**config.mk**
```make
export PLATFORM = sky130hd
export DESIGN_NAME = drcpc_rank_cke_ctrl
export DESIGN_NICKNAME = d
export VERILOG_FILES = /design/src/hdl/drcpc_pkg.sv /design/src/hdl/drcpc_rank_cke_ctrl.sv
export SDC_FILE = /design/constraint.sdc
export NUM_CORES = 1
export LEC_CHECK = 0
export ABC_AREA = 1
export BUFFER_PORTS_ARGS = -buffer_cell sky130_fd_sc_hd__buf_4
export CELL_PAD_IN_SITES_DETAIL_PLACEMENT = 1
export CELL_PAD_IN_SITES_GLOBAL_PLACEMENT = 1
export CORE_AREA = 10 10 165 167
export CTS_BUF_LIST = sky130_fd_sc_hd__clkbuf_2 sky130_fd_sc_hd__clkbuf_4 sky130_fd_sc_hd__clkbuf_8
export DETAILED_ROUTE_END_ITERATION = 7
export DIE_AREA = 0 0 175 177
export GPL_ROUTABILITY_DRIVEN = 1
export PLACE_DENSITY_LB_ADDON = 0.15
export SYNTH_ARGS = -nofsm -noshare
export SYNTH_HDL_FRONTEND = slang
export SYNTH_SLANG_ARGS = --single-unit
```
**constraint.sdc**
```tcl
create_clock -name hclk -period 4.5 [get_ports hclk]
set_input_delay 0 -clock hclk [delete_from_list [all_inputs] [get_ports hclk]]
set_output_delay 0 -clock hclk [all_outputs]
set_load 0.05 [all_outputs]
```
**src/hdl/drcpc_pkg.sv**
```systemverilog
// Constants, register map and state codes for the per-rank clock-enable power control block.
// Assumes a single memory channel of four ranks, 32-bit AHB-Lite register access.
`default_nettype none

package drcpc_pkg;

	// ================================================================
	// Structure
	localparam int unsigned RANKS = 4;
	localparam int unsigned LIMIT_W = 12;
	localparam int unsigned EXIT_W = 6;

	// ================================================================
	// Register map (byte addresses, low byte of haddr decoded)
	localparam logic [7:0] ADDR_CONFIG = 8'h00;
	localparam logic [7:0] ADDR_CONTROL = 8'h04;
	localparam logic [7:0] ADDR_STATUS = 8'h08;

	// dram_powerdown_config fields
	localparam int unsigned TYPE_MSB = 15;
	localparam int unsigned TYPE_LSB = 12;
	localparam int unsigned LIMIT_MSB = 11;
	localparam int unsigned LIMIT_LSB = 0;
	localparam logic [15:0] CONFIG_RESET = 16'h0000;

	// Power-down type codes
	localparam logic [3:0] TYPE_NONE = 4'h0;
	localparam logic [3:0] TYPE_ACTIVE = 4'h1;
	localparam logic [3:0] TYPE_PRECHARGED = 4'h2;
	localparam logic [3:0] TYPE_DLL_OFF = 4'h6;

	// Control register fields
	localparam int unsigned CTL_LOCK_BIT = 0;
	localparam int unsigned CTL_TRI_LSB = 4;
	localparam int unsigned CTL_TRI_MSB = 7;
	localparam int unsigned CTL_LONG_DLL_BIT = 8;
	localparam logic [8:0] CONTROL_RESET = 9'h000;

	// Status register fields
	localparam int unsigned ST_CKE_LSB = 0;
	localparam int unsigned ST_PDOWN_LSB = 4;
	localparam int unsigned ST_SREF_LSB = 8;
	localparam int unsigned ST_CFG_BIT = 12;
	localparam int unsigned ST_LOCK_BIT = 13;
	localparam int unsigned ST_CLOSE_LSB = 16;

	// ================================================================
	// Exit delays in memory clock cycles
	localparam logic [5:0] EXIT_TXP = 6'h04;
	localparam logic [5:0] EXIT_DLL_SHORT = 6'h0a;
	localparam logic [5:0] EXIT_DLL_LONG = 6'h14;
	localparam logic [5:0] EXIT_ZERO = 6'h00;
	localparam logic [5:0] EXIT_ONE = 6'h01;
	localparam logic [11:0] IDLE_ZERO = 12'h000;
	localparam logic [11:0] IDLE_ONE = 12'h001;
	localparam logic [11:0] IDLE_MAX = 12'hfff;

	// AHB-Lite
	localparam logic [1:0] HTRANS_NONSEQ = 2'h2;

	// ================================================================
	// Per-rank state, one-hot
	typedef enum logic [5:0] {
		RS_OFF    = 6'b00_0001,
		RS_ACTIVE = 6'b00_0010,
		RS_CLOSE  = 6'b00_0100,
		RS_PDOWN  = 6'b00_1000,
		RS_EXIT   = 6'b01_0000,
		RS_SREF   = 6'b10_0000
	} drcpc_rank_state_e;

endpackage

`default_nettype wire

```
**src/hdl/drcpc_rank_cke_ctrl.sv**
```systemverilog
// Per-rank clock-enable power control for one memory channel, with AHB-Lite registers.
// Assumes the command queue sits on hclk and that mem_clk arrives asynchronously, far slower than hclk.
`timescale 1ns/10ps
`default_nettype none

module drcpc_rank_cke_ctrl
(
	input  wire logic        hclk,
	input  wire logic        hresetn,
	input  wire logic        hsel,
	input  wire logic [31:0] haddr,
	input  wire logic [1:0]  htrans,
	input  wire logic        hwrite,
	input  wire logic [2:0]  hsize,
	input  wire logic [31:0] hwdata,
	input  wire logic        hready,
	output logic             hreadyout,
	output logic             hresp,
	output logic [31:0]      hrdata,
	input  wire logic        mem_clk,
	input  wire logic [3:0]  rank_txn_arrive,
	input  wire logic [3:0]  rank_queue_pending,
	input  wire logic [3:0]  rank_cmd_req,
	output logic [3:0]       rank_cmd_ready,
	input  wire logic [3:0]  rank_pages_open,
	output logic [3:0]       rank_close_pages,
	input  wire logic        refresh_pending,
	output logic             refresh_grant,
	input  wire logic        pkg_deep_cstate,
	input  wire logic        sleep_s3,
	input  wire logic        sleep_s4,
	input  wire logic        mem_requests_pending,
	input  wire logic        gfx_in_use,
	input  wire logic        gfx_idle,
	input  wire logic        display_pending,
	input  wire logic [3:0]  gfx_rank_mask,
	output logic             drain_req,
	output logic [3:0]       sref_enter,
	output logic [3:0]       sref_exit,
	output logic [3:0]       cke,
	output logic [3:0]       cke_oe,
	output logic [3:0]       rank_io_en,
	output logic             dram_dll_off
);

	// ================================================================
	// Registers and bus slave
	logic [15:0] dram_powerdown_config;
	logic [8:0]  control;
	logic        cfg_written;
	logic        wr_pend;
	logic [7:0]  wr_addr;
	logic        addr_phase;
	logic [31:0] status;
	logic [3:0]  pd_type;
	logic [11:0] idle_limit;
	logic        locked;

	drcpc_pkg::drcpc_rank_state_e state [drcpc_pkg::RANKS];

	assign pd_type = dram_powerdown_config[drcpc_pkg::TYPE_MSB:drcpc_pkg::TYPE_LSB];
	assign idle_limit = dram_powerdown_config[drcpc_pkg::LIMIT_MSB:drcpc_pkg::LIMIT_LSB];
	assign locked = control[drcpc_pkg::CTL_LOCK_BIT];
	assign dram_dll_off = (pd_type == drcpc_pkg::TYPE_DLL_OFF);
	assign hreadyout = 1'b1;
	assign hresp = 1'b0;
	assign addr_phase = hsel & hready & (htrans == drcpc_pkg::HTRANS_NONSEQ);

	// ================================================================
	// Write strobes, qualified in the data phase where hwdata stands
	logic wr_config;
	logic wr_control;
	logic rd_take;

	// A locked config write is dropped silently; the bus still answers OKAY
	assign wr_config = wr_pend & (wr_addr == drcpc_pkg::ADDR_CONFIG) & ~locked;
	assign wr_control = wr_pend & (wr_addr == drcpc_pkg::ADDR_CONTROL);
	// Read data is latched in the address phase, so a read right behind a write sees the old word
	assign rd_take = addr_phase & ~hwrite;

	always_ff @(posedge hclk or negedge hresetn)
	begin
		if (!hresetn)
		begin
			wr_pend <= 1'b0;
			wr_addr <= 8'h00;
		end
		else
		begin
			wr_pend <= addr_phase & hwrite;
			wr_addr <= haddr[7:0];
		end
	end

	// Lock only guards the config word; the lock bit itself stays set until reset
	always_ff @(posedge hclk or negedge hresetn)
	begin
		if (!hresetn)
		begin
			dram_powerdown_config <= drcpc_pkg::CONFIG_RESET;
			cfg_written <= 1'b0;
		end
		else if (wr_config)
		begin
			dram_powerdown_config <= hwdata[15:0];
			cfg_written <= 1'b1;
		end
	end

	always_ff @(posedge hclk or negedge hresetn)
	begin
		if (!hresetn)
			control <= drcpc_pkg::CONTROL_RESET;
		else if (wr_control)
		begin
			control[drcpc_pkg::CTL_LOCK_BIT] <= locked | hwdata[drcpc_pkg::CTL_LOCK_BIT];
			control[8:1] <= hwdata[8:1];
		end
	end

	always_ff @(posedge hclk or negedge hresetn)
	begin
		if (!hresetn)
			hrdata <= 32'h0000_0000;
		else if (rd_take)
		begin
			unique case (haddr[7:0])
				drcpc_pkg::ADDR_CONFIG:  hrdata <= {16'h0000, dram_powerdown_config};
				drcpc_pkg::ADDR_CONTROL: hrdata <= {23'h00_0000, control};
				drcpc_pkg::ADDR_STATUS:  hrdata <= status;
				default:                 hrdata <= 32'h0000_0000;
			endcase
		end
	end

	// ================================================================
	// Memory clock edge finder; a rising level change counts as one memory cycle
	// The level is only trusted once the second and third stages agree, so a
	// metastable first stage can never make a double count; cost is 3-4 hclk of lag
	logic mclk_s1;
	logic mclk_s2;
	logic mclk_s3;
	logic mclk_lvl;
	logic mtick;

	always_ff @(posedge hclk or negedge hresetn)
	begin
		if (!hresetn)
		begin
			mclk_s1 <= 1'b0;
			mclk_s2 <= 1'b0;
			mclk_s3 <= 1'b0;
			mclk_lvl <= 1'b0;
			mtick <= 1'b0;
		end
		else
		begin
			mclk_s1 <= mem_clk;
			mclk_s2 <= mclk_s1;
			mclk_s3 <= mclk_s2;
			if (mclk_s2 == mclk_s3)
				mclk_lvl <= mclk_s3;
			mtick <= (mclk_s2 == mclk_s3) & mclk_s3 & ~mclk_lvl;
		end
	end

	// ================================================================
	// Channel-wide self-refresh conditions
	logic gfx_ok;
	logic sr_go;
	logic sr_hold;
	logic [5:0] dll_extra;
	logic [3:0] rank_ready_all;

	assign gfx_ok = ~gfx_in_use | (gfx_idle & ~display_pending);
	assign drain_req = sleep_s3 | (pkg_deep_cstate & gfx_ok);
	assign sr_go = drain_req & ~mem_requests_pending & ~sleep_s4;
	assign sr_hold = sleep_s3 | sr_go;
	assign dll_extra = control[drcpc_pkg::CTL_LONG_DLL_BIT] ? drcpc_pkg::EXIT_DLL_LONG
		: drcpc_pkg::EXIT_DLL_SHORT;
	assign refresh_grant = refresh_pending & (&rank_ready_all);

	// ================================================================
	// Per-rank machines
	genvar r;
	generate
		for (r = 0; r < drcpc_pkg::RANKS; r = r + 1)
		begin : g_rank
			logic [11:0] idle_cnt;
			logic [5:0]  exit_cnt;
			logic        entry_dll_off;
			logic        after_refresh;
			logic        excl;
			logic        wake;
			logic        expired;
			logic        pd_allowed;
			logic        needs_close;
			logic [5:0]  exit_load;
			logic        absent;

			assign absent = control[drcpc_pkg::CTL_TRI_LSB + r];
			assign excl = gfx_in_use & gfx_rank_mask[r];
			assign wake = rank_txn_arrive[r] | rank_queue_pending[r] | rank_cmd_req[r]
				| refresh_pending | (pd_type == drcpc_pkg::TYPE_NONE);
			assign expired = (idle_cnt >= idle_limit);
			assign pd_allowed = (pd_type != drcpc_pkg::TYPE_NONE) & ~refresh_pending
				& ~rank_queue_pending[r] & ~rank_txn_arrive[r] & ~rank_cmd_req[r]
				& (expired | after_refresh);
			assign needs_close = rank_pages_open[r] & ((pd_type == drcpc_pkg::TYPE_PRECHARGED)
				| (pd_type == drcpc_pkg::TYPE_DLL_OFF));
			assign exit_load = entry_dll_off ? 6'(drcpc_pkg::EXIT_TXP + dll_extra)
				: drcpc_pkg::EXIT_TXP;

			// Idle count only runs while the rank is in RS_ACTIVE; it restarts on each arrival
			always_ff @(posedge hclk or negedge hresetn)
			begin
				if (!hresetn)
					idle_cnt <= drcpc_pkg::IDLE_ZERO;
				else if (rank_txn_arrive[r] || state[r] != drcpc_pkg::RS_ACTIVE)
					idle_cnt <= drcpc_pkg::IDLE_ZERO;
				else if (mtick && idle_cnt != drcpc_pkg::IDLE_MAX)
					idle_cnt <= idle_cnt + drcpc_pkg::IDLE_ONE;
			end

			always_ff @(posedge hclk or negedge hresetn)
			begin
				if (!hresetn)
					after_refresh <= 1'b0;
				else if (state[r] == drcpc_pkg::RS_PDOWN && refresh_pending)
					after_refresh <= 1'b1;
				else if (rank_txn_arrive[r] || state[r] == drcpc_pkg::RS_PDOWN)
					after_refresh <= 1'b0;
			end

			always_ff @(posedge hclk or negedge hresetn)
			begin
				if (!hresetn)
				begin
					state[r] <= drcpc_pkg::RS_OFF;
					exit_cnt <= drcpc_pkg::EXIT_ZERO;
					entry_dll_off <= 1'b0;
					sref_enter[r] <= 1'b0;
					sref_exit[r] <= 1'b0;
				end
				else
				begin
					sref_enter[r] <= 1'b0;
					sref_exit[r] <= 1'b0;
					unique case (state[r])
						drcpc_pkg::RS_OFF:
						begin
							if (!sleep_s4 && cfg_written)
							begin
								state[r] <= drcpc_pkg::RS_EXIT;
								exit_cnt <= drcpc_pkg::EXIT_TXP;
								entry_dll_off <= 1'b0;
							end
						end
						drcpc_pkg::RS_ACTIVE:
						begin
							if (sleep_s4)
								state[r] <= drcpc_pkg::RS_OFF;
							else if (sr_go && !excl && !refresh_pending)
							begin
								state[r] <= drcpc_pkg::RS_SREF;
								sref_enter[r] <= 1'b1;
							end
							else if (pd_allowed && needs_close)
								state[r] <= drcpc_pkg::RS_CLOSE;
							else if (pd_allowed)
							begin
								state[r] <= drcpc_pkg::RS_PDOWN;
								entry_dll_off <= dram_dll_off;
							end
						end
						drcpc_pkg::RS_CLOSE:
						begin
							if (sleep_s4)
								state[r] <= drcpc_pkg::RS_OFF;
							else if (wake)
								state[r] <= drcpc_pkg::RS_ACTIVE;
							else if (!rank_pages_open[r])
							begin
								state[r] <= drcpc_pkg::RS_PDOWN;
								entry_dll_off <= dram_dll_off;
							end
						end
						// Pages stay open here in active power-down; only CLOSE precharges them
						drcpc_pkg::RS_PDOWN:
						begin
							if (sleep_s4)
								state[r] <= drcpc_pkg::RS_OFF;
							else if (wake || (sr_go && !excl))
							begin
								state[r] <= drcpc_pkg::RS_EXIT;
								exit_cnt <= exit_load;
							end
						end
						drcpc_pkg::RS_EXIT:
						begin
							if (sleep_s4)
								state[r] <= drcpc_pkg::RS_OFF;
							else if (exit_cnt == drcpc_pkg::EXIT_ZERO)
								state[r] <= drcpc_pkg::RS_ACTIVE;
							else if (mtick)
								exit_cnt <= exit_cnt - drcpc_pkg::EXIT_ONE;
						end
						// The rank refreshes itself; clock-enable stays low until the sleep request ends
						drcpc_pkg::RS_SREF:
						begin
							if (sleep_s4)
								state[r] <= drcpc_pkg::RS_OFF;
							else if (!sr_hold)
							begin
								state[r] <= drcpc_pkg::RS_EXIT;
								exit_cnt <= drcpc_pkg::EXIT_TXP;
								entry_dll_off <= 1'b0;
								sref_exit[r] <= 1'b1;
							end
						end
						default:
							state[r] <= drcpc_pkg::RS_OFF;
					endcase
				end
			end

			// Clock-enable is high only in states where the rank is awake or waking
			assign cke[r] = (state[r] == drcpc_pkg::RS_ACTIVE) | (state[r] == drcpc_pkg::RS_CLOSE)
				| (state[r] == drcpc_pkg::RS_EXIT);
			// Tri-stating clock-enable on a populated rank risks data, so only on software say-so
			assign cke_oe[r] = ~absent;
			assign rank_io_en[r] = ~absent;
			assign rank_cmd_ready[r] = (state[r] == drcpc_pkg::RS_ACTIVE) & ~absent;
			assign rank_close_pages[r] = (state[r] == drcpc_pkg::RS_CLOSE);
			assign rank_ready_all[r] = absent | (state[r] == drcpc_pkg::RS_ACTIVE);
			assign status[drcpc_pkg::ST_PDOWN_LSB + r] = (state[r] == drcpc_pkg::RS_PDOWN);
			assign status[drcpc_pkg::ST_SREF_LSB + r] = (state[r] == drcpc_pkg::RS_SREF);
			assign status[drcpc_pkg::ST_CLOSE_LSB + r] = (state[r] == drcpc_pkg::RS_CLOSE);
		end
	endgenerate

	// ================================================================
	// Status word; unused bits read zero
	assign status[3:0] = cke;
	assign status[drcpc_pkg::ST_CFG_BIT] = cfg_written;
	assign status[drcpc_pkg::ST_LOCK_BIT] = locked;
	assign status[15:14] = 2'h0;
	assign status[31:20] = 12'h000;

endmodule

`default_nettype wire

```
==> flow_metrics.env, run 1 <==
export IMPL_status="finished, final reports clean"
export IMPL_crit_slowest_cell="dlygate4sd3_1"
export IMPL_synthMuxAreaShare_pct=0.834
export IMPL_crit_path_frequent_cell="nand2_1"
export IMPL_fmax_mhz=408
export IMPL_grtUsageMet3_pct=4.50
export IMPL_ys_seq_area_share_pct=39.9
export IMPL_worstSetupEndpoint="state[8]"
export IMPL_clk_pin_slew_ns=0.11
export IMPL_cp_required_ns=4.93
export IMPL_setup_viol=0
export IMPL_max_slew_margin_pct=34.8
export IMPL_track_usage_pct=23.9
export IMPL_place_gp_congestion=0.887
export IMPL_grt_pass1_vias=11000
export IMPL_cts_tree="built"
export IMPL_fin_crit_sh_pct=54.5
export IMPL_syn_to_final_growth_pct=18.3
export IMPL_clk_latency_ns=0.49
export IMPL_drive_gt1_share_pct=14.3
export IMPL_synthArstFlopShare_pct=100
export IMPL_root_buffer="clkbuf_8"
export IMPL_cp_max_fo=5
export IMPL_gr_usage_met1_pct=28.1
export IMPL_final_nets=1776
export IMPL_synth_compound_area_share_pct=10.3
export IMPL_grt_busiest_layer="met2"
export IMPL_start_util_pct=45.1
export IMPL_io_pins=168
export IMPL_post_drt_wl_per_cell_um=19.0
export IMPL_cp_end_kind="register"
export IMPL_utilization_pct=53.3
export IMPL_drc=0
export IMPL_netlist_area_um2=10800
export IMPL_slew_violations=0
export IMPL_power_density_nw_per_um2=368
export IMPL_die_width_um=175
export IMPL_ys_ff_latch=172
export IMPL_cts_max_level=4
export IMPL_path_cells="inv_1, ha_1, nand2_1, nor2_1, nand2_1, nor2_1, nand2_1, nand2_1, nand3_1, o22ai_1, dlygate4sd3_1"
export IMPL_regToRegSetupSlack_ns=2.05
export IMPL_wirelength_um=37100
export IMPL_synth_top_family_by_area="simple AND/OR/NAND/NOR gates"
export IMPL_fin_ws_ns=2.05
export IMPL_critical_path_depth=11
export IMPL_die_height_um=177
export IMPL_port_buffers=110
export IMPL_cts_resized=0
export IMPL_cts_sinks=172
export IMPL_clock_skew_ns=0.0242
export IMPL_numCtsBuffers=17
export IMPL_dpl_cell_area_um2=11900
export IMPL_yosys_warnings=0
export IMPL_yosys_area_share_adder_pct=6.83
export IMPL_drt_first_iter_violations=565
export IMPL_dp_hpwl_um=27000
export IMPL_fin_setup_tns_ns=0
export IMPL_avgSynthCellArea_um2=7.39
export IMPL_synthSimpleGateAreaFrac_pct=31.2
export IMPL_grt_max_degree=102
export IMPL_worst_pin_slew_ns=0.978
export IMPL_cap_violations=0
export IMPL_grt_overflow=0
export IMPL_firstDrtPassIters=5
export IMPL_critical_path_buf_inv_count=2
export IMPL_dieArea_um2=31000
export IMPL_leakagePower_nw=6.80
export IMPL_viasPerCell=5.37
export IMPL_critPathKind="register to register"
export IMPL_grt_pass1_wl_um=58900
export IMPL_critical_path_arrival_ns=2.88
export IMPL_clockBufferDepth=2
export IMPL_synth_flop_cell="dfrtp_1"
export IMPL_crit_family="simple AND/OR/NAND/NOR gates"
export IMPL_final_area_um2=12800
export IMPL_ir_drop_mv=0.203
export IMPL_row_count=57
export IMPL_critPathMaxStageDelay_ns=0.56
export IMPL_grt_antenna_before_repair=1
export IMPL_reg2reg_depth=11
export IMPL_cts_setup_buffers=0
export IMPL_rr_startpoint="dram_powerdown_config[11]"
export IMPL_syn_inst=1461
export IMPL_core_um2=24000
export IMPL_preCtsSetupSlack_ns=2.10
export IMPL_hold_path_class="input port to register"
export IMPL_start_kind="register"
export IMPL_synth_cell_type_count=52
export IMPL_rsz0062_at_grt="false"
export IMPL_use_met2_pct=42.1
export IMPL_synth_edf_count=0
export IMPL_worstSetupStartpoint="dram_powerdown_config[11]"
export IMPL_synthXorXnorAreaFrac_pct=1.46
export IMPL_finalCriticalPeriod_ns=2.45
export IMPL_hold_violations=0
export IMPL_vias=10500
export IMPL_reg2reg_to="state[8]"
export IMPL_hold_ws_ns=0.0343
export IMPL_drtAntennaViolNets=0
tightest hold or removal path, cell delays in order:
cell	delay (ns)
buf_4	0.08
inv_1	0.03
nand2_1	0.10
nor2_2	0.10
nand2_1	0.09
o22ai_1	0.09
state kept, by name, indices dropped and copies added (netlist names), 4 cells and up:
name,cells
g_rank.idle_cnt,48
g_rank.exit_cnt,24
state,24
hrdata,20
dram_powerdown_config,16
control,9
wr_addr,8
g_rank.after_refresh,4
g_rank.entry_dll_off,4
sref_enter,4
sref_exit,4
report_power, final:
group	total, mW	switching, mW	internal (mW)
sequential	1.80	0.109	1.69
combinational	1.56	1.05	0.513
clock	1.34	0.663	0.673
routing by layer:
layer | routed length (um) | part of all wire (%)
met1 | 15400 | 42
met2 | 18600 | 50
met3 | 1760 | 4.7
met4 | 1290 | 3.5
met5 | 0 | 0
per-stage QoR:
step           std cells  total power, mW
2_1_floorplan       1473             2.97
3_3_place_gp        1877             3.30
3_5_place_dp        1877             3.36
4_1_cts             1950             4.72
5_1_grt             1951             5.02
6_report            1951             4.70
cell usage after synthesis (all sizes together) (2+ instances only):
master   count  area (um^2)
dfstp        4          105
inv        209          787
a21oi       54          270
a21boi       2         15.0
o22ai       18          113
buf         27          189
nor3        18          111
xor2        16          140
xnor2        2         17.5
o31ai        6         45.0
nand4       40          294
nor2       175          758
o2111ai      2         17.5
or2          2         12.5
conb         2         7.51
dfrtp      168         4200
nand3      104          568
clkinv       2         8.75
and3         2         12.5
nand3b       6         45.0
clkbuf       8         30.0
mux2         8         90.1
o21ai      112          568
nor4         3         25.0
o21bai       6         48.8
ha          59          738
nand2      402         1550
how the worst min path moves through the flow:
stage / to / slack [ns] / startpoint / cells after the start
2_1_floorplan: cfg_written / -0.30 / hresetn / 0
3_3_place_gp: mclk_s1 / 0.11 / mem_clk / 1
3_5_place_dp: mclk_s1 / 0.11 / mem_clk / 1
4_1_cts: sref_enter[1] / 0.01 / gfx_rank_mask[1] / 4
5_1_grt: sref_enter[1] / 0.009 / gfx_rank_mask[1] / 4
6_report: state[14] / 0.03 / rank_cmd_req[1] / 6
area by class of cell:
cell class | count | area (um^2)
Multi-Input combinational cell | 1055 | 5520
Timing Repair Buffer | 157 | 1290
Tap cell | 324 | 405
Clock inverter | 14 | 226
Antenna cell | 1 | 2.50
Sequential cell | 172 | 4310
Clock buffer | 17 | 234
Inverter | 211 | 796
Fill cell | 3065 | 11200
cell usage in the layout, fill, tap and decap left out, types with 33 or more instances in the layout:
master / instances
a21oi_1: 54
buf_4: 114
dfrtp_1: 168
dlygate4sd3_1: 42
ha_1: 59
inv_1: 190
nand2_1: 391
nand3_1: 96
nand4_1: 33
nor2_1: 154
o21ai_0: 90
kinds of logic after synthesis:
family | Yosys count
mux | 8
simple gates | 752
fa+ha+maj | 59
xor+xnor | 18
other cells | 2
buf+inv | 246
compound gates | 204
flops | 172
repair_timing:
item                                   CTS  global route
endpoints found under the hold margin  171             0
hold buffers                            42             0
setup endpoints to repair                0             0
Power figures use the tool's default switching activity.
==> inputs of run 2 (changes only) <==
ABC_AREA = 0   (was 1)
CORE_AREA = 10 10 162 164   (was 10 10 165 167)
DIE_AREA = 0 0 172 174   (was 0 0 175 177)
clock period = 2.4 ns   (was 4.5 ns; I/O delays follow)
==> flow_metrics.env, run 2 <==
export IMPL_status="complete, but fails checks"
export IMPL_violations="negative setup slack"
export IMPL_drtAntennaViolNets=0
export IMPL_row_count=56
export IMPL_finalCriticalPeriod_ns=2.44
export IMPL_ys_seq_area_share_pct=42.4
export IMPL_synthSimpleGateAreaFrac_pct=21.9
export IMPL_synth_compound_area_share_pct=14.8
export IMPL_synthMuxAreaShare_pct=4.40
export IMPL_synth_top_cells_by_area="dfrtp_1 41%, ha_1 7.3%, nor2_1 5.5%"
export IMPL_dp_hpwl_um=27400
export IMPL_hold_ws_ns=0.0230
export IMPL_ir_drop_mv=0.314
export IMPL_p_sw_share_pct=37.1
export IMPL_utilization_pct=57.4
export IMPL_syn_inst=1125
export IMPL_cts_tree="built"
export IMPL_numPlacedInstances=1603
export IMPL_core_um2=23100
export IMPL_seqCellArea_um2=4310
export IMPL_regMostFlops="g_rank.idle_cnt"
export IMPL_synth_top_area_cell="dfrtp_1"
export IMPL_cts_max_level=4
export IMPL_pwr_share_clk_pct=28.3
export IMPL_cts_sinks=172
export IMPL_cap_violations=0
export IMPL_grt_antenna_before_repair=2
export IMPL_dpl_cell_area_um2=12000
export IMPL_port_buffers=110
export IMPL_fin_ws_ns=-0.0408
export IMPL_drive_gt1_share_pct=27.1
export IMPL_die_width_um=172
export IMPL_wirelength_um=38100
export IMPL_rsz0062_at_grt="true"
export IMPL_synthTopCellsByCount="168 x dfrtp_1, 148 x nor2_1, 105 x nand2_1"
export IMPL_firstDrtPassIters=5
export IMPL_syn_to_final_growth_pct=30.6
export IMPL_reg2reg_to="g_rank[1].entry_dll_off"
export IMPL_die_height_um=174
export IMPL_largest_reg_flops=48
export IMPL_grt_pass1_wl_um=59300
export IMPL_grt_overflow=0
export IMPL_hold_path_class="input port to register"
export IMPL_yosys_area_top_type_share_pct=41.4
export IMPL_cp_max_fo=2
export IMPL_track_usage_pct=25.2
export IMPL_post_drt_wl_per_cell_um=22.4
export IMPL_synthXorXnorAreaFrac_pct=4.23
export IMPL_max_slew_margin_pct=47.9
export IMPL_cp_required_ns=2.78
export IMPL_grt_max_degree=74
export IMPL_clockBufferDepth=2
export IMPL_synth_most_common_cell="dfrtp_1"
export IMPL_synthArstFlopShare_pct=100
export IMPL_ys_ff_latch=172
export IMPL_worst_pin_slew_ns=0.782
export IMPL_synth_flop_cell="dfrtp_1"
export IMPL_vias=9828
export IMPL_reg_top3="g_rank.idle_cnt x48, g_rank.exit_cnt x24, state x24"
export IMPL_netlist_area_um2=10200
export IMPL_clk_pin_slew_ns=0.11
export IMPL_final_nets=1558
export IMPL_layout_common_cells="248 x buf_4, 165 x dfrtp_1, 147 x nor2_1, 105 x nand2_1, 82 x o21ai_0"
export IMPL_yosys_warnings=0
export IMPL_combPwrFrac_pct=28.2
export IMPL_avgSynthCellArea_um2=9.03
export IMPL_slew_violations=0
export IMPL_crit_slowest_cell="dfrtp_1"
export IMPL_numCtsBuffers=17
export IMPL_rr_startpoint="dram_powerdown_config[10]"
export IMPL_internal_power_mw=4.83
export IMPL_yosys_area_share_adder_pct=7.27
export IMPL_synth_edf_count=0
export IMPL_fin_cells=1701
export IMPL_leakagePower_nw=6.18
export IMPL_grt_pass1_vias=10600
export IMPL_p_switching_mw=2.85
export IMPL_synth_cell_type_count=77
export IMPL_start_kind="register"
export IMPL_final_area_um2=13300
export IMPL_root_buffer="clkbuf_8"
export IMPL_fin_crit_sh_pct=102
export IMPL_path_cells="inv_1, ha_1, o21ai_2, nor2_1, or3_4, a2111oi_4, nor2_2, o2111ai_2, mux2_4"
export IMPL_power_density_nw_per_um2=579
export IMPL_drc=0
export IMPL_nFillCells=2678
export IMPL_hold_depth=5
export IMPL_cp_end_kind="register"
export IMPL_worstHoldStart="gfx_in_use"
export IMPL_reg2reg_depth=9
export IMPL_critPathKind="register to register"
export IMPL_io_pins=168
export IMPL_place_gp_congestion=0.892
export IMPL_synth_top_family_by_area="simple AND/OR/NAND/NOR gates"
export IMPL_regToRegSetupSlack_ns=-0.04
export IMPL_clk_latency_ns=0.49
export IMPL_clock_skew_ns=0.0195
export IMPL_p_seq_share_pct=43.4
export IMPL_multi_input_area_um2=5610
export IMPL_start_util_pct=43.9
export IMPL_fmax_mhz=410
export IMPL_dieArea_um2=29900
export IMPL_critPathMaxStageDelay_ns=0.38
export IMPL_setup_viol=2
export IMPL_preCtsSetupSlack_ns=-0.185
export IMPL_hold_path_end="sref_enter[0]"
export IMPL_layout_commonest_cell="buf_4"
export IMPL_drt_first_iter_violations=697
export IMPL_hold_violations=0
export IMPL_viasPerCell=5.78
export IMPL_critical_path_arrival_ns=2.82
## run 2: changes by cell type after synthesis, sizes merged, moves of 14 or more
| cell | previous run | this run |
|---|---|---|
| xor2 | 16 | 33 |
| nor2 | 175 | 149 |
| nor3 | 18 | 34 |
| clkbuf | 8 | 30 |
| nand2 | 402 | 105 |
| o21ai | 112 | 92 |
| mux2 | 8 | 29 |
| xnor2 | 2 | 16 |
| nand2b | 0 | 15 |
| inv | 209 | 53 |
| nand4 | 40 | 21 |
| nand3 | 104 | 30 |
## run 2: final cells by class
cell class                 count  area share [%]
inverter                      53            1.50
clock inverter                15            1.29
clock buffer                  17            1.76
sequential                   172            32.5
multi-input combinational    855            42.3
timing repair buffer         297            17.9
tap                          290            2.74
antenna                        2          0.0377
## run 2: kinds of logic after synthesis
logic type	count (synthesis)
other	2
AO/OA/AOI/OAI	240
AND/OR/NAND/NOR	452
buffers and inverters	110
adder cells (fa/ha/maj)	59
multiplexers	41
XOR/XNOR	49
flip-flops	172
## run 2: power by group through the flow
stage	sequential (mW)	combinational, mW	clock [mW]
floorplan	3.30	1.29	0
global placement	3.36	1.87	0
detailed placement	3.37	1.91	0
CTS	3.32	2.03	2.18
global route	3.37	2.36	2.31
finish	3.34	2.17	2.18
## run 2: per-layer routing
| layer | vias to the layer above | routed length [um] | share of wire [%] | GRT usage, % |
|---|---|---|---|---|
| met5 | - | 0 | 0 | 0 |
| met4 | 0 | 1240 | 3.2 | 10.4 |
| met3 | 69 | 2080 | 5.5 | 5.57 |
| met2 | 267 | 19000 | 50 | 42.8 |
| met1 | 4994 | 15800 | 42 | 30.1 |
| li1 | 4498 | - | - | - |
## run 2: stage by stage
stage	setup TNS [ns]	power (mW)
after floorplan	-0.00357	4.59
after global placement	-0.140	5.23
after detailed placement	-0.313	5.28
after CTS	-0.162	7.53
after global routing	-0.281	8.04
final	-0.0609	7.68
## run 2: timing repair
action	in CTS	in global routing
setup endpoints to repair	12	20
pin swaps	11	18
buffers inserted	10	11
hold endpoints to repair	135	0
resized for setup	22	35
gates cloned	0	0
hold buffers	43	0
## run 2: critical path: cells and delay by family, from the launching register on
family / cells / cell delay [ns]
buffers and inverters: 1 / 0.07
adder cells (fa/ha/maj): 1 / 0.34
flip-flops: 1 / 0.38
multiplexers: 1 / 0.32
AO/OA/AOI/OAI: 3 / 0.69
AND/OR/NAND/NOR: 3 / 0.56
## run 2: how the worst max path moves through the flow
stage,from,end,slack [ns],cells after the start
finish,dram_powerdown_config[10],g_rank[1].entry_dll_off,-0.04,9
global route,dram_powerdown_config[10],g_rank[1].entry_dll_off,-0.12,9
CTS,dram_powerdown_config[9],g_rank[1].entry_dll_off,-0.09,9
detailed placement,dram_powerdown_config[9],g_rank[1].entry_dll_off,-0.18,9
global placement,dram_powerdown_config[9],g_rank[1].entry_dll_off,-0.09,9
floorplan,dram_powerdown_config[9],g_rank[1].entry_dll_off,-0.004,9
==> inputs of run 3 (changes only) <==
ABC_AREA = 1   (was 0)
CORE_AREA = 10 10 170 172   (was 10 10 162 164)
CTS_BUF_LIST = sky130_fd_sc_hd__clkbuf_2   (was sky130_fd_sc_hd__clkbuf_2 sky130_fd_sc_hd__clkbuf_4 sky130_fd_sc_hd__clkbuf_8)
DIE_AREA = 0 0 180 182   (was 0 0 172 174)
==> flow_metrics.env, run 3 (synthesized netlist as in run 1, its figures left out) <==
export IMPL_status="finished, final reports clean"
export IMPL_drc=0
export IMPL_io_pins=168
export IMPL_clk_pin_slew_ns=0.31
export IMPL_power_density_nw_per_um2=619
export IMPL_row_count=59
export IMPL_largest_reg_flops=48
export IMPL_setup_viol=0
export IMPL_leakagePower_nw=7.19
export IMPL_grt_pass1_wl_um=62100
export IMPL_die_height_um=182
export IMPL_preCtsSetupSlack_ns=0.270
export IMPL_rsz0062_at_grt="true"
export IMPL_wirelength_um=39100
export IMPL_utilization_pct=53.5
export IMPL_reg_top3="g_rank.idle_cnt x48, g_rank.exit_cnt x24, state x24"
export IMPL_track_usage_pct=23.4
export IMPL_cts_max_level=4
export IMPL_place_gp_congestion=0.908
export IMPL_post_drt_wl_per_cell_um=18.9
export IMPL_critPathKind="register to output pin"
export IMPL_drt_first_iter_violations=709
export IMPL_fmax_mhz=422
export IMPL_fin_crit_sh_pct=98.7
export IMPL_cts_sinks=172
export IMPL_start_util_pct=42.2
export IMPL_cap_violations=0
export IMPL_cp_required_ns=2.40
export IMPL_cp_end_kind="output pin"
export IMPL_die_width_um=180
export IMPL_regMostFlops="g_rank.idle_cnt"
export IMPL_hold_violations=0
export IMPL_port_buffers=110
export IMPL_hold_path_class="input port to register"
export IMPL_cp_max_fo=5
export IMPL_firstDrtPassIters=7
export IMPL_critical_path_arrival_ns=2.37
export IMPL_layout_common_cells="386 x nand2_1, 188 x inv_1, 163 x dfrtp_1, 154 x buf_4, 148 x nor2_1"
export IMPL_grt_antenna_before_repair=1
export IMPL_ir_drop_mv=0.338
export IMPL_grt_overflow=0
export IMPL_final_area_um2=13700
export IMPL_syn_to_final_growth_pct=26.9
export IMPL_fin_ws_ns=0.0301
export IMPL_clk_latency_ns=0.86
export IMPL_root_buffer="clkbuf_2"
export IMPL_dp_hpwl_um=27500
export IMPL_drtAntennaViolNets=0
export IMPL_dieArea_um2=32800
export IMPL_grt_pass1_vias=11500
export IMPL_clock_skew_ns=0.0748
export IMPL_start_kind="register"
export IMPL_grt_max_degree=65
export IMPL_viasPerCell=5.30
export IMPL_layout_commonest_cell="nand2_1"
export IMPL_drive_gt1_share_pct=17.7
export IMPL_core_um2=25600
export IMPL_max_slew_margin_pct=56.6
export IMPL_worst_pin_slew_ns=0.651
export IMPL_vias=10900
export IMPL_finalCriticalPeriod_ns=2.37
export IMPL_cts_tree="built"
export IMPL_numCtsBuffers=17
export IMPL_final_nets=1876
export IMPL_dpl_cell_area_um2=12000
export IMPL_clockBufferDepth=2
export IMPL_slew_violations=0
-- run 3: cell types whose count changed in the layout (fill, tap and decap cells not counted), sizes merged, moves of 20 or more --
| cell | before | now |
|---|---|---|
| nand2 | 105 | 402 |
| buf | 254 | 166 |
| inv | 61 | 217 |
| dlygate4sd3 | 43 | 90 |
| mux2 | 29 | 8 |
| nand3 | 30 | 104 |
| o21ai | 92 | 112 |
| nor2 | 149 | 175 |
-- run 3: stage by stage --
step / hold WS [ns] / std cells / setup TNS, ns / total power [mW]
finish: 0.0468 / 2063 / 0 / 8.49
global route: 0.00112 / 2063 / -0.222 / 9.07
CTS: 0.00660 / 2038 / -0.00363 / 8.30
detailed placement: -0.0555 / 1901 / 0 / 6.32
global placement: -0.0552 / 1901 / 0 / 6.22
floorplan: -0.296 / 1473 / 0 / 5.57
-- run 3: final timing paths --
kind / from / to / slack (ns) / cells after the start
max in group asynchronous: hresetn / control[3] / 1.60 / 5
worst max register to register: dram_powerdown_config[11] / state[9] / 0.10 / 12
worst max-delay path: state[15] / refresh_grant / 0.03 / 6
min in group asynchronous: hresetn / g_rank[0].exit_cnt[0] / 0.10 / 4
worst min register to register: mclk_s1 / mclk_s2 / 0.39 / 0
worst min-delay path: rank_pages_open[2] / state[8] / 0.05 / 4
-- run 3: metal layers --
layer  vias up  share of wire, %  global-route usage [%]
met3        64               3.8                    3.38
met5         -                 0                       0
met2       231                52                    42.5
met1      5434                42                    27.6
met4         0               2.5                    8.07
li1       5200                 -                       -
-- run 3: report_power, final --
| group | internal (mW) | switching [mW] | total [mW] |
|---|---|---|---|
| Combinational | 1.26 | 2.13 | 3.39 |
| Clock | 0.371 | 1.32 | 1.69 |
| Sequential | 3.18 | 0.217 | 3.40 |
| Total | 4.81 | 3.67 | 8.49 |
-- run 3: timing repair --
item	in CTS	in global routing
buffers inserted	13	24
hold buffers	92	0
endpoints found under the setup margin	6	13
gates resized for setup	25	22
pin swaps	7	9
endpoints found under the hold margin	339	0
-- run 3: cell type report --
cell class | count | area [um^2]
Antenna cell | 1 | 2.50
Clock buffer | 18 | 90.1
Clock inverter | 14 | 170
Fill cell | 3207 | 11900
Inverter | 211 | 798
Multi-Input combinational cell | 1055 | 5670
Sequential cell | 172 | 4320
Tap cell | 335 | 419
Timing Repair Buffer | 257 | 2250
-- run 3: worst max-delay path, cell delays in order (launching register included) --
cell     delay [ns]
dfrtp_2        0.50
nor2_4         0.16
nand4_1        0.19
inv_1          0.16
o22ai_1        0.12
nor3_2         0.22
buf_6          0.20
